$ cat config.mk
export PLATFORM = sky130hd
export DESIGN_NAME = adc_conversion_control
export DESIGN_NICKNAME = d
export VERILOG_FILES = /design/src/hdl/adc_ctrl_pkg.sv /design/src/hdl/adc_conversion_control.sv
export SDC_FILE = /design/constraint.sdc
export NUM_CORES = 1
export LEC_CHECK = 0
export BUFFER_PORTS_ARGS = -buffer_cell sky130_fd_sc_hd__buf_2
export CORE_UTILIZATION = 51
export DETAILED_ROUTE_END_ITERATION = 8
export GPL_TIMING_DRIVEN = 0
export HOLD_SLACK_MARGIN = 0.02
export PLACE_DENSITY = 0.81
export SYNTH_ARGS = -nofsm -noshare
export SYNTH_HDL_FRONTEND = slang
export SYNTH_SLANG_ARGS = --single-unit
$ cat constraint.sdc
create_clock -name clk_sys -period 3.8 [get_ports clk_sys]
set_clock_uncertainty 0.05 [all_clocks]
set_input_delay 0.19 -clock clk_sys [delete_from_list [all_inputs] [get_ports clk_sys]]
set_output_delay 0.19 -clock clk_sys [all_outputs]
set_load 0.02 [all_outputs]
$ cat src/hdl/adc_ctrl_pkg.sv
// Package: register map, field layout and types of the converter control
package adc_ctrl_pkg;

  localparam int BUS_ADDR_W = 8;

  // Register byte offsets
  localparam logic [7:0] OFS_SC1 = 8'h00;
  localparam logic [7:0] OFS_SC2 = 8'h04;
  localparam logic [7:0] OFS_RESULT_HIGH = 8'h08;
  localparam logic [7:0] OFS_RESULT_LOW = 8'h0c;
  localparam logic [7:0] OFS_IRQ_STATUS = 8'h10;
  localparam logic [7:0] OFS_IRQ_MASK = 8'h14;
  localparam logic [7:0] OFS_COMPARE = 8'h18;
  localparam logic [7:0] OFS_MODE = 8'h1c;

  // First status/control register fields
  localparam int SC1_FLAG_BIT = 7;
  localparam int SC1_IRQEN_BIT = 6;
  localparam int SC1_CONT_BIT = 5;
  localparam int SC1_CHAN_MSB = 4;
  localparam logic [7:0] SC1_RESET = 8'h1f;

  // Second status/control register fields
  localparam int SC2_ACTIVE_BIT = 7;
  localparam int SC2_TRIG_BIT = 6;
  localparam int SC2_CMPEN_BIT = 5;
  localparam int SC2_CMPGE_BIT = 4;
  localparam logic [2:0] SC2_RESET = 3'h0;

  // Channel codes
  localparam logic [4:0] CHAN_LAST_INPUT = 5'h1b;
  localparam logic [4:0] CHAN_RESERVED = 5'h1c;
  localparam logic [4:0] CHAN_REF_HIGH = 5'h1d;
  localparam logic [4:0] CHAN_REF_LOW = 5'h1e;
  localparam logic [4:0] CHAN_OFF = 5'h1f;

  // Conversion modes
  localparam logic [1:0] MODE_8 = 2'h0;
  localparam logic [1:0] MODE_12 = 2'h1;
  localparam logic [1:0] MODE_10 = 2'h2;
  localparam logic [1:0] MODE_RESET = 2'h0;

  // Interrupt status bits
  localparam int IRQ_W = 2;
  localparam int IRQ_DONE_BIT = 0;
  localparam int IRQ_LOST_BIT = 1;

  localparam int RESULT_W = 12;
  localparam logic [RESULT_W-1:0] COMPARE_RESET = 12'h000;

  typedef enum logic [1:0] {
    ST_IDLE = 2'b01,
    ST_CONV = 2'b10
  } conv_state_t;

  typedef struct packed {
    logic inputSel;
    logic highRef;
    logic lowRef;
    logic reserved;
    logic isolate;
    logic [4:0] index;
  } chan_route_t;

  typedef struct packed {
    logic start;
    logic abort;
    logic powerOn;
    logic lowPower;
  } conv_ctl_t;

endpackage

$ cat src/hdl/adc_conversion_control.sv
// Converter control and status logic with an AHB-Lite register slave
// Contract
// - Writing first register aborts, restarts unless channel off
// - Compare off: completion sets done flag
// - Compare on: done flag only when compare true
// - First register write or low read clears flag
// - Flag set with interrupt enable raises interrupt; code also needs the done bit set in the interrupt mask register
// - Continuous off: one conversion per trigger
// - Continuous on: convert repeatedly after trigger
// - Decode channel field into inputs and references
// - Channel all ones: off, isolated, no conversion
// - Not continuous: low power after completion
// - Active bit set at start, cleared at end
// - Trigger select picks software or hardware start
// - Compare enable bit switches compare function
// - Direction bit: less-than or greater-or-equal
// - Load result unless compare enabled and false
// - High read locks results until low read; code locks only in 12-bit and 10-bit modes, not in 8-bit mode
//
// The AHB-Lite register port and the register offsets were left to the implementer.
`timescale 1ns/1ps
`default_nettype none

module adc_conversion_control
  import adc_ctrl_pkg::*;
(
  input wire logic clk_sys, // Bus clock
  input wire logic rst, // Asynchronous reset, active high
  input wire logic hsel, // Slave select
  input wire logic [31:0] haddr, // Byte address
  input wire logic [1:0] htrans, // Transfer type
  input wire logic hwrite, // Write when high
  input wire logic [2:0] hsize, // Transfer size
  input wire logic [31:0] hwdata, // Write data
  input wire logic hready, // Bus ready
  output logic hreadyout, // Slave ready
  output logic hresp, // Response, always OKAY
  output logic [31:0] hrdata, // Read data
  input wire logic hwTriggerInput, // Hardware trigger from periodic counter
  input wire logic convDone, // Converter finished, one-cycle pulse
  input wire logic [RESULT_W-1:0] convData, // Raw converter result
  output conv_ctl_t convCtl, // Start, abort and power to the converter
  output chan_route_t chanRoute, // Decoded input routing
  output logic irq // Level interrupt
);

  // Bus pipeline
  logic wrPend_ff, nxt_wrPend;
  logic [BUS_ADDR_W-1:0] wrAddr_ff, nxt_wrAddr;
  logic rdStage_ff, nxt_rdStage;
  logic rdOut_ff, nxt_rdOut;
  logic [BUS_ADDR_W-1:0] rdAddr_ff, nxt_rdAddr;
  logic [31:0] hrdata_ff, nxt_hrdata;
  logic accept;
  logic [31:0] readMux;

  // Registers
  logic flag_ff, nxt_flag;
  logic irqEn_ff, nxt_irqEn;
  logic cont_ff, nxt_cont;
  logic [4:0] chan_ff, nxt_chan;
  logic trigSel_ff, nxt_trigSel;
  logic cmpEn_ff, nxt_cmpEn;
  logic cmpGe_ff, nxt_cmpGe;
  logic [RESULT_W-1:0] compare_ff, nxt_compare;
  logic [1:0] mode_ff, nxt_mode;
  logic [RESULT_W-1:0] result_ff, nxt_result;
  logic interlock_ff, nxt_interlock;
  logic [IRQ_W-1:0] irqStatus_ff, nxt_irqStatus;
  logic [IRQ_W-1:0] irqMask_ff, nxt_irqMask;

  // Trigger synchroniser
  logic trgMeta_ff, trgSync_ff, trgStage3_ff, trgLevel_ff;
  logic nxt_trgLevel;
  logic trgEdge;

  // Conversion control
  conv_state_t state_ff, nxt_state;
  conv_ctl_t convCtl_ff, nxt_convCtl;
  chan_route_t route_ff, nxt_route;

  logic wrSc1, wrSc2, wrIrqStatus, wrIrqMask, wrCompare, wrMode;
  logic rdLow, rdHigh;
  logic [4:0] wrChan;
  logic finish, cmpTrue, accepted;
  logic [RESULT_W-1:0] modeData, modeCompare;
  logic [IRQ_W-1:0] irqEvents;

  // ---------------- Bus slave ----------------
  assign accept = hsel && hready && htrans[1];
  assign hreadyout = !rdStage_ff;
  assign hresp = 1'b0;
  assign hrdata = hrdata_ff;

  assign wrSc1 = wrPend_ff && (wrAddr_ff == OFS_SC1);
  assign wrSc2 = wrPend_ff && (wrAddr_ff == OFS_SC2);
  assign wrIrqStatus = wrPend_ff && (wrAddr_ff == OFS_IRQ_STATUS);
  assign wrIrqMask = wrPend_ff && (wrAddr_ff == OFS_IRQ_MASK);
  assign wrCompare = wrPend_ff && (wrAddr_ff == OFS_COMPARE);
  assign wrMode = wrPend_ff && (wrAddr_ff == OFS_MODE);
  assign rdLow = rdStage_ff && (rdAddr_ff == OFS_RESULT_LOW);
  assign rdHigh = rdStage_ff && (rdAddr_ff == OFS_RESULT_HIGH);
  assign wrChan = hwdata[SC1_CHAN_MSB:0];

  always_comb begin
    readMux = 32'h0000_0000;
    if (rdAddr_ff == OFS_SC1) begin
      readMux[7:0] = {flag_ff, irqEn_ff, cont_ff, chan_ff};
    end else if (rdAddr_ff == OFS_SC2) begin
      // Reserved bits 3:0 read as zero
      readMux[SC2_ACTIVE_BIT] = (state_ff == ST_CONV);
      readMux[SC2_TRIG_BIT] = trigSel_ff;
      readMux[SC2_CMPEN_BIT] = cmpEn_ff;
      readMux[SC2_CMPGE_BIT] = cmpGe_ff;
    end else if (rdAddr_ff == OFS_RESULT_HIGH) begin
      readMux[3:0] = result_ff[11:8];
    end else if (rdAddr_ff == OFS_RESULT_LOW) begin
      readMux[7:0] = result_ff[7:0];
    end else if (rdAddr_ff == OFS_IRQ_STATUS) begin
      readMux[IRQ_W-1:0] = irqStatus_ff;
    end else if (rdAddr_ff == OFS_IRQ_MASK) begin
      readMux[IRQ_W-1:0] = irqMask_ff;
    end else if (rdAddr_ff == OFS_COMPARE) begin
      readMux[RESULT_W-1:0] = compare_ff;
    end else if (rdAddr_ff == OFS_MODE) begin
      readMux[1:0] = mode_ff;
    end
  end

  // Reads take one wait state so that hrdata comes from a flop
  always_comb begin
    nxt_wrPend = accept && hwrite;
    nxt_wrAddr = accept ? haddr[BUS_ADDR_W-1:0] : wrAddr_ff;
    nxt_rdStage = accept && !hwrite;
    nxt_rdAddr = (accept && !hwrite) ? haddr[BUS_ADDR_W-1:0] : rdAddr_ff;
    nxt_rdOut = rdStage_ff;
    nxt_hrdata = rdStage_ff ? readMux : hrdata_ff;
  end

  always_ff @(posedge clk_sys or posedge rst) begin
    if (rst) begin
      wrPend_ff <= 1'b0;
      wrAddr_ff <= '0;
      rdStage_ff <= 1'b0;
      rdOut_ff <= 1'b0;
      rdAddr_ff <= '0;
      hrdata_ff <= 32'h0000_0000;
    end else begin
      wrPend_ff <= nxt_wrPend;
      wrAddr_ff <= nxt_wrAddr;
      rdStage_ff <= nxt_rdStage;
      rdOut_ff <= nxt_rdOut;
      rdAddr_ff <= nxt_rdAddr;
      hrdata_ff <= nxt_hrdata;
    end
  end

  // ---------------- Hardware trigger ----------------
  // A change is taken once the second and third stages agree
  always_comb begin
    nxt_trgLevel = (trgSync_ff == trgStage3_ff) ? trgStage3_ff : trgLevel_ff;
    trgEdge = (trgSync_ff == trgStage3_ff) && trgStage3_ff && !trgLevel_ff;
  end

  always_ff @(posedge clk_sys or posedge rst) begin
    if (rst) begin
      trgMeta_ff <= 1'b0;
      trgSync_ff <= 1'b0;
      trgStage3_ff <= 1'b0;
      trgLevel_ff <= 1'b0;
    end else begin
      trgMeta_ff <= hwTriggerInput;
      trgSync_ff <= trgMeta_ff;
      trgStage3_ff <= trgSync_ff;
      trgLevel_ff <= nxt_trgLevel;
    end
  end

  // ---------------- Result path and compare ----------------
  always_comb begin
    case (mode_ff)
      MODE_12: begin
        modeData = convData;
        modeCompare = compare_ff;
      end
      MODE_10: begin
        modeData = {2'h0, convData[9:0]};
        modeCompare = {2'h0, compare_ff[9:0]};
      end
      default: begin
        modeData = {4'h0, convData[7:0]};
        modeCompare = {4'h0, compare_ff[7:0]};
      end
    endcase
    cmpTrue = cmpGe_ff ? (modeData >= modeCompare)
                       : (modeData < modeCompare);
    // A write to the first register in the same cycle aborts the result
    finish = convDone && (state_ff == ST_CONV) && !wrSc1;
    accepted = finish && (!cmpEn_ff || cmpTrue);
  end

  always_comb begin
    nxt_result = result_ff;
    if (accepted && !interlock_ff) begin
      nxt_result = modeData;
    end
    nxt_interlock = interlock_ff;
    if (rdLow) begin
      nxt_interlock = 1'b0;
    end else if (rdHigh && (mode_ff == MODE_12 || mode_ff == MODE_10)) begin
      nxt_interlock = 1'b1;
    end
    // Set wins over clear
    nxt_flag = accepted || (flag_ff && !(wrSc1 || rdLow));
  end

  // ---------------- Control registers ----------------
  always_comb begin
    nxt_irqEn = irqEn_ff;
    nxt_cont = cont_ff;
    nxt_chan = chan_ff;
    nxt_trigSel = trigSel_ff;
    nxt_cmpEn = cmpEn_ff;
    nxt_cmpGe = cmpGe_ff;
    nxt_compare = compare_ff;
    nxt_mode = mode_ff;
    nxt_irqMask = irqMask_ff;
    if (wrSc1) begin
      nxt_irqEn = hwdata[SC1_IRQEN_BIT];
      nxt_cont = hwdata[SC1_CONT_BIT];
      nxt_chan = wrChan;
    end
    // Low four bits are reserved and never stored; software keeps them zero
    if (wrSc2) begin
      nxt_trigSel = hwdata[SC2_TRIG_BIT];
      nxt_cmpEn = hwdata[SC2_CMPEN_BIT];
      nxt_cmpGe = hwdata[SC2_CMPGE_BIT];
    end
    if (wrCompare) begin
      nxt_compare = hwdata[RESULT_W-1:0];
    end
    if (wrMode) begin
      nxt_mode = hwdata[1:0];
    end
    if (wrIrqMask) begin
      nxt_irqMask = hwdata[IRQ_W-1:0];
    end
  end

  // ---------------- Interrupts ----------------
  always_comb begin
    irqEvents = '0;
    irqEvents[IRQ_DONE_BIT] = accepted && irqEn_ff;
    irqEvents[IRQ_LOST_BIT] = accepted && interlock_ff;
    nxt_irqStatus = irqStatus_ff;
    if (wrIrqStatus) begin
      nxt_irqStatus = irqStatus_ff & ~hwdata[IRQ_W-1:0];
    end
    nxt_irqStatus = nxt_irqStatus | irqEvents;
  end

  assign irq = |(irqStatus_ff & irqMask_ff);

  always_ff @(posedge clk_sys or posedge rst) begin
    if (rst) begin
      flag_ff <= SC1_RESET[SC1_FLAG_BIT];
      irqEn_ff <= SC1_RESET[SC1_IRQEN_BIT];
      cont_ff <= SC1_RESET[SC1_CONT_BIT];
      chan_ff <= SC1_RESET[SC1_CHAN_MSB:0];
      trigSel_ff <= SC2_RESET[2];
      cmpEn_ff <= SC2_RESET[1];
      cmpGe_ff <= SC2_RESET[0];
      compare_ff <= COMPARE_RESET;
      mode_ff <= MODE_RESET;
      result_ff <= '0;
      interlock_ff <= 1'b0;
      irqStatus_ff <= '0;
      irqMask_ff <= '0;
    end else begin
      flag_ff <= nxt_flag;
      irqEn_ff <= nxt_irqEn;
      cont_ff <= nxt_cont;
      chan_ff <= nxt_chan;
      trigSel_ff <= nxt_trigSel;
      cmpEn_ff <= nxt_cmpEn;
      cmpGe_ff <= nxt_cmpGe;
      compare_ff <= nxt_compare;
      mode_ff <= nxt_mode;
      result_ff <= nxt_result;
      interlock_ff <= nxt_interlock;
      irqStatus_ff <= nxt_irqStatus;
      irqMask_ff <= nxt_irqMask;
    end
  end

  // ---------------- Conversion sequencer ----------------
  always_comb begin
    nxt_state = state_ff;
    nxt_convCtl = '0;
    case (state_ff)
      ST_IDLE: begin
        if (wrSc1) begin
          if (wrChan != CHAN_OFF && !trigSel_ff) begin
            nxt_state = ST_CONV;
            nxt_convCtl.start = 1'b1;
          end
        end else if (trgEdge && trigSel_ff && chan_ff != CHAN_OFF) begin
          nxt_state = ST_CONV;
          nxt_convCtl.start = 1'b1;
        end
      end
      ST_CONV: begin
        if (wrSc1) begin
          nxt_convCtl.abort = 1'b1;
          if (wrChan != CHAN_OFF && !trigSel_ff) begin
            nxt_convCtl.start = 1'b1;
          end else begin
            nxt_state = ST_IDLE;
          end
        end else if (finish) begin
          if (cont_ff && chan_ff != CHAN_OFF) begin
            nxt_convCtl.start = 1'b1;
          end else begin
            nxt_state = ST_IDLE;
          end
        end
      end
      default: begin
        nxt_state = ST_IDLE;
      end
    endcase
    // Powered while converting or waiting in continuous mode
    nxt_convCtl.powerOn = (nxt_state == ST_CONV || nxt_cont)
                          && nxt_chan != CHAN_OFF;
    nxt_convCtl.lowPower = !nxt_convCtl.powerOn;
  end

  always_comb begin
    nxt_route = '0;
    nxt_route.index = chan_ff;
    if (chan_ff <= CHAN_LAST_INPUT) begin
      nxt_route.inputSel = 1'b1;
    end else if (chan_ff == CHAN_REF_HIGH) begin
      nxt_route.highRef = 1'b1;
    end else if (chan_ff == CHAN_REF_LOW) begin
      nxt_route.lowRef = 1'b1;
    end else if (chan_ff == CHAN_RESERVED) begin
      nxt_route.reserved = 1'b1;
    end else begin
      nxt_route.isolate = 1'b1;
    end
  end

  assign convCtl = convCtl_ff;
  assign chanRoute = route_ff;

  always_ff @(posedge clk_sys or posedge rst) begin
    if (rst) begin
      state_ff <= ST_IDLE;
      convCtl_ff <= '{start: 1'b0, abort: 1'b0, powerOn: 1'b0,
                      lowPower: 1'b1};
      route_ff <= '{inputSel: 1'b0, highRef: 1'b0, lowRef: 1'b0,
                    reserved: 1'b0, isolate: 1'b1, index: CHAN_OFF};
    end else begin
      state_ff <= nxt_state;
      convCtl_ff <= nxt_convCtl;
      route_ff <= nxt_route;
    end
  end

endmodule

`default_nettype wire

==> qor.yml <==
gp_congestion: 0.857
cts.sinks: 92
setup_viol: 0
critPathKind: "reg -> reg"
pwr_density_cell_mw_per_mm2: 426
portBuffers: 67
worstSetupStartpointType: "flop"
grt_pass1_wl_um: 15400
fin_crit_sh_pct: 89.4
synth_area_mm2: 0.00445
switching_power_uw: 729
clock_latency_ps: 370
dieWidth_um: 95.4
maxCapViolCount: 0
rsz0062_at_grt: "false"
relSlewSlack_pct: 35.8
synth_fa_ha_area_share_pct: 4.78
max_slew.worst_pin.slew_ps: 954
crit_top_cell: "ha_1"
grt-ovfl-total: 0
ant_nets: 0
initial_core_util_pct: 53.3
synth_xor_area_share_pct: 0
wl_per_cell_um: 15.7
required_ps: 4010
rows: 33
synth_edf_count: 0
hold_class: "in -> reg"
p_clk_share_pct: 27.3
finalMaxSlewViolations: 0
crit_fanout: 10
leakagePower_nw: 2.62
cts_tree: "built"
synth_cell_type_count: 56
routed_wl_um: 9840
hold_viol: 0
status: "finished, final reports clean"
fin_area_mm2: 0.00545
cpPeakStageDelay_ps: 390
insertedDiodeCount: 0
drc_errors: 0
cpLargestDelayFamily: "simple AND/OR/NAND/NOR gates"
first_iter_violations: 151
synthSimpleGateAreaFrac_pct: 13.0
synthArstFlopShare_pct: 100
avgViaCountPerCell: 5.39
area_growth_pct: 22.5
dp.cells: 588
fin_crit_ps: 3400
stdcell_count: 627
ioPinCount: 137
synth-seq-area-share_pct: 52.2
swShare_pct: 31.4
arrival_ps: 3610
ys_warn_count: 0
hpwl_um: 7210
cp-end-kind: "flop"
layout.nets: 622
internal_power_mw: 1.59
min_from: "hwdata[6]"
synthMuxAreaShare_pct: 13.7
crit_start: "mode_ff[0]"
fillers: 650
fmax_ghz: 0.294
ir_drop_uv: 292
avgSynthCellArea_um2: 11.3
grt_usage_pct: 23.1
final_common_cell: "dfrtp_1"
grt_pass1_vias: 3142
dieArea_mm2: 0.00909
place_area_mm2: 0.00502
final_cell_mix: "79 x dfrtp_1, 67 x buf_2, 52 x mux2_2"
clockBufferDepth: 2
firstDrtPassIters: 6
grt_max_degree: 63
cts_setup_buffers: 0
cp_cell_sequence: "inv_1, ha_1, nor2b_2, nand2_1, ha_1, nand4_1, or2_2, o21ai_0, o211ai_1, a211oi_2, clkbuf_4, mux2_2"
synth_ff_type: "dfrtp_1"
r2r-start: "mode_ff[0]"
path_clk_slew_ps: 100
antenna_found_initial: 0
cpMaxStageDelayCell: "dfrtp_1"
synth_compound_area_share_pct: 9.85
core-area_mm2: 0.00834
synth_top_family_by_area: "multiplexers"
syn_inst: 395
cts_max_level: 3
power_frac_seq_pct: 52.8
ys_seq_elements: 92
cts_buffers: 9
cp.buffers_inverters: 2
p_comb_share_pct: 19.9
report.power.total_mw: 2.32
root_buffer: "clkbuf_8"
vias: 3377
die_h_um: 95.4
final_layout_size_suffix_gt1_share_pct: 34.5
[repair_timing]
item	4_1_cts	5_1_grt
gates resized for setup	1	4
hold buffers	22	1
endpoints found under the setup margin	10	10
endpoints found under the hold margin	51	1
[Yosys cell counts, types with 2 or more instances]
cell type   n  share of area (%)
mux2_2     52                 13
nor2_1     14                1.2
nand2_1    46                3.9
clkbuf_1    8               0.68
and3_1      2               0.28
nor3b_1     3               0.51
nand4_1     3               0.42
nand2b_1    5               0.70
nor4_1      2               0.28
ha_1       17                4.8
dfrtp_1    79                 44
a31oi_1     3               0.42
or4_1       2               0.34
nor2b_1     5               0.70
o21bai_1    2               0.34
dfstp_2    13                7.7
buf_4      21                3.5
a222oi_1    7                1.6
a21oi_1    12                1.4
a2111oi_0   3               0.59
inv_1      26                2.2
a21o_1      2               0.34
a22o_1      4               0.79
nand3_1     8               0.90
and2_1      7               0.99
nor3_1      4               0.45
o21ai_0    16                1.8
[layout make-up]
| class | instances | area (µm²) | area share (%) |
|---|---|---|---|
| repair buffers | 91 | 593 | 10.9 |
| clock buffers | 9 | 124 | 2.27 |
| plain buffers | 30 | 195 | 3.58 |
| clock inverters | 7 | 63.8 | 1.17 |
| multi-input cells | 267 | 1920 | 35.3 |
| flip-flops and latches | 92 | 2320 | 42.6 |
| inverters | 26 | 100 | 1.84 |
| well taps | 105 | 131 | 2.41 |
[per-stage QoR]
stage	util (%)	setup TNS, ps	hold slack [ps]	setup slack (ps)
after floorplan	-	0	171	573
after global placement	59.8	0	255	95.8
after detailed placement	60.2	-286	168	-36.9
after CTS	65.1	0	20.1	130
after global routing	65.3	0	21.1	69.8
final	65.3	0	26.4	403
[power by group through the flow]
| stage | Combinational (mW) | Clock, mW | Sequential (mW) |
|---|---|---|---|
| after global routing | 0.508 | 0.684 | 1.24 |
| final | 0.461 | 0.634 | 1.23 |
| after detailed placement | 0.440 | 0 | 1.24 |
| after CTS | 0.458 | 0.647 | 1.22 |
| after floorplan | 0.289 | 0 | 1.24 |
| after global placement | 0.417 | 0 | 1.24 |
[sequential cells by signal, indices dropped and copies added (netlist names), 2 cells and up]
signal,count
result_ff,12
state_ff,2
irqStatus_ff,2
irqMask_ff,2
chan_ff,5
hrdata,12
compare_ff,12
rdAddr_ff,8
chanRoute,10
mode_ff,2
convCtl,4
wrAddr_ff,8
[path summary, 6_finish.rpt]
kind,end,slack (ps),cells past startpoint
setup / recovery,result_ff[1],400,12
hold / removal,irqEn_ff,30,3
setup reg to reg,result_ff[1],400,12
hold reg to reg,trgSync_ff,310,0
max in group asynchronous,chanRoute[0],2730,4
min in group asynchronous,convCtl[1],310,3
[logic make-up (layout without fill, tap and decap cells)]
| logic type | count (synthesis) | count (layout) |
|---|---|---|
| compound gates | 63 | 63 |
| fa+ha+maj | 17 | 17 |
| buf+inv | 56 | 163 |
| flops | 92 | 92 |
| mux | 54 | 54 |
| other cells | 1 | 21 |
| simple gates | 112 | 112 |
[worst register-to-register path, cell delays in order (launching register included)]
cell and delay, ps:
dfrtp_1 390, inv_1 60, ha_1 340, nor2b_2 220, nand2_1 90, ha_1 320
nand4_1 150, or2_2 340, o21ai_0 170, o211ai_1 150, a211oi_2 350, clkbuf_4 300
mux2_2 360
[routing by layer]
layer  vias up  wire length, µm  global-route usage [%]
li1       1604                -                       -
met1      1632             4270                    29.8
met2       131             4850                    38.8
met3        10              587                    5.74
met4         0              127                    5.81
met5         -                0                       0
No activity file was read; power rests on OpenSTA's default activity.
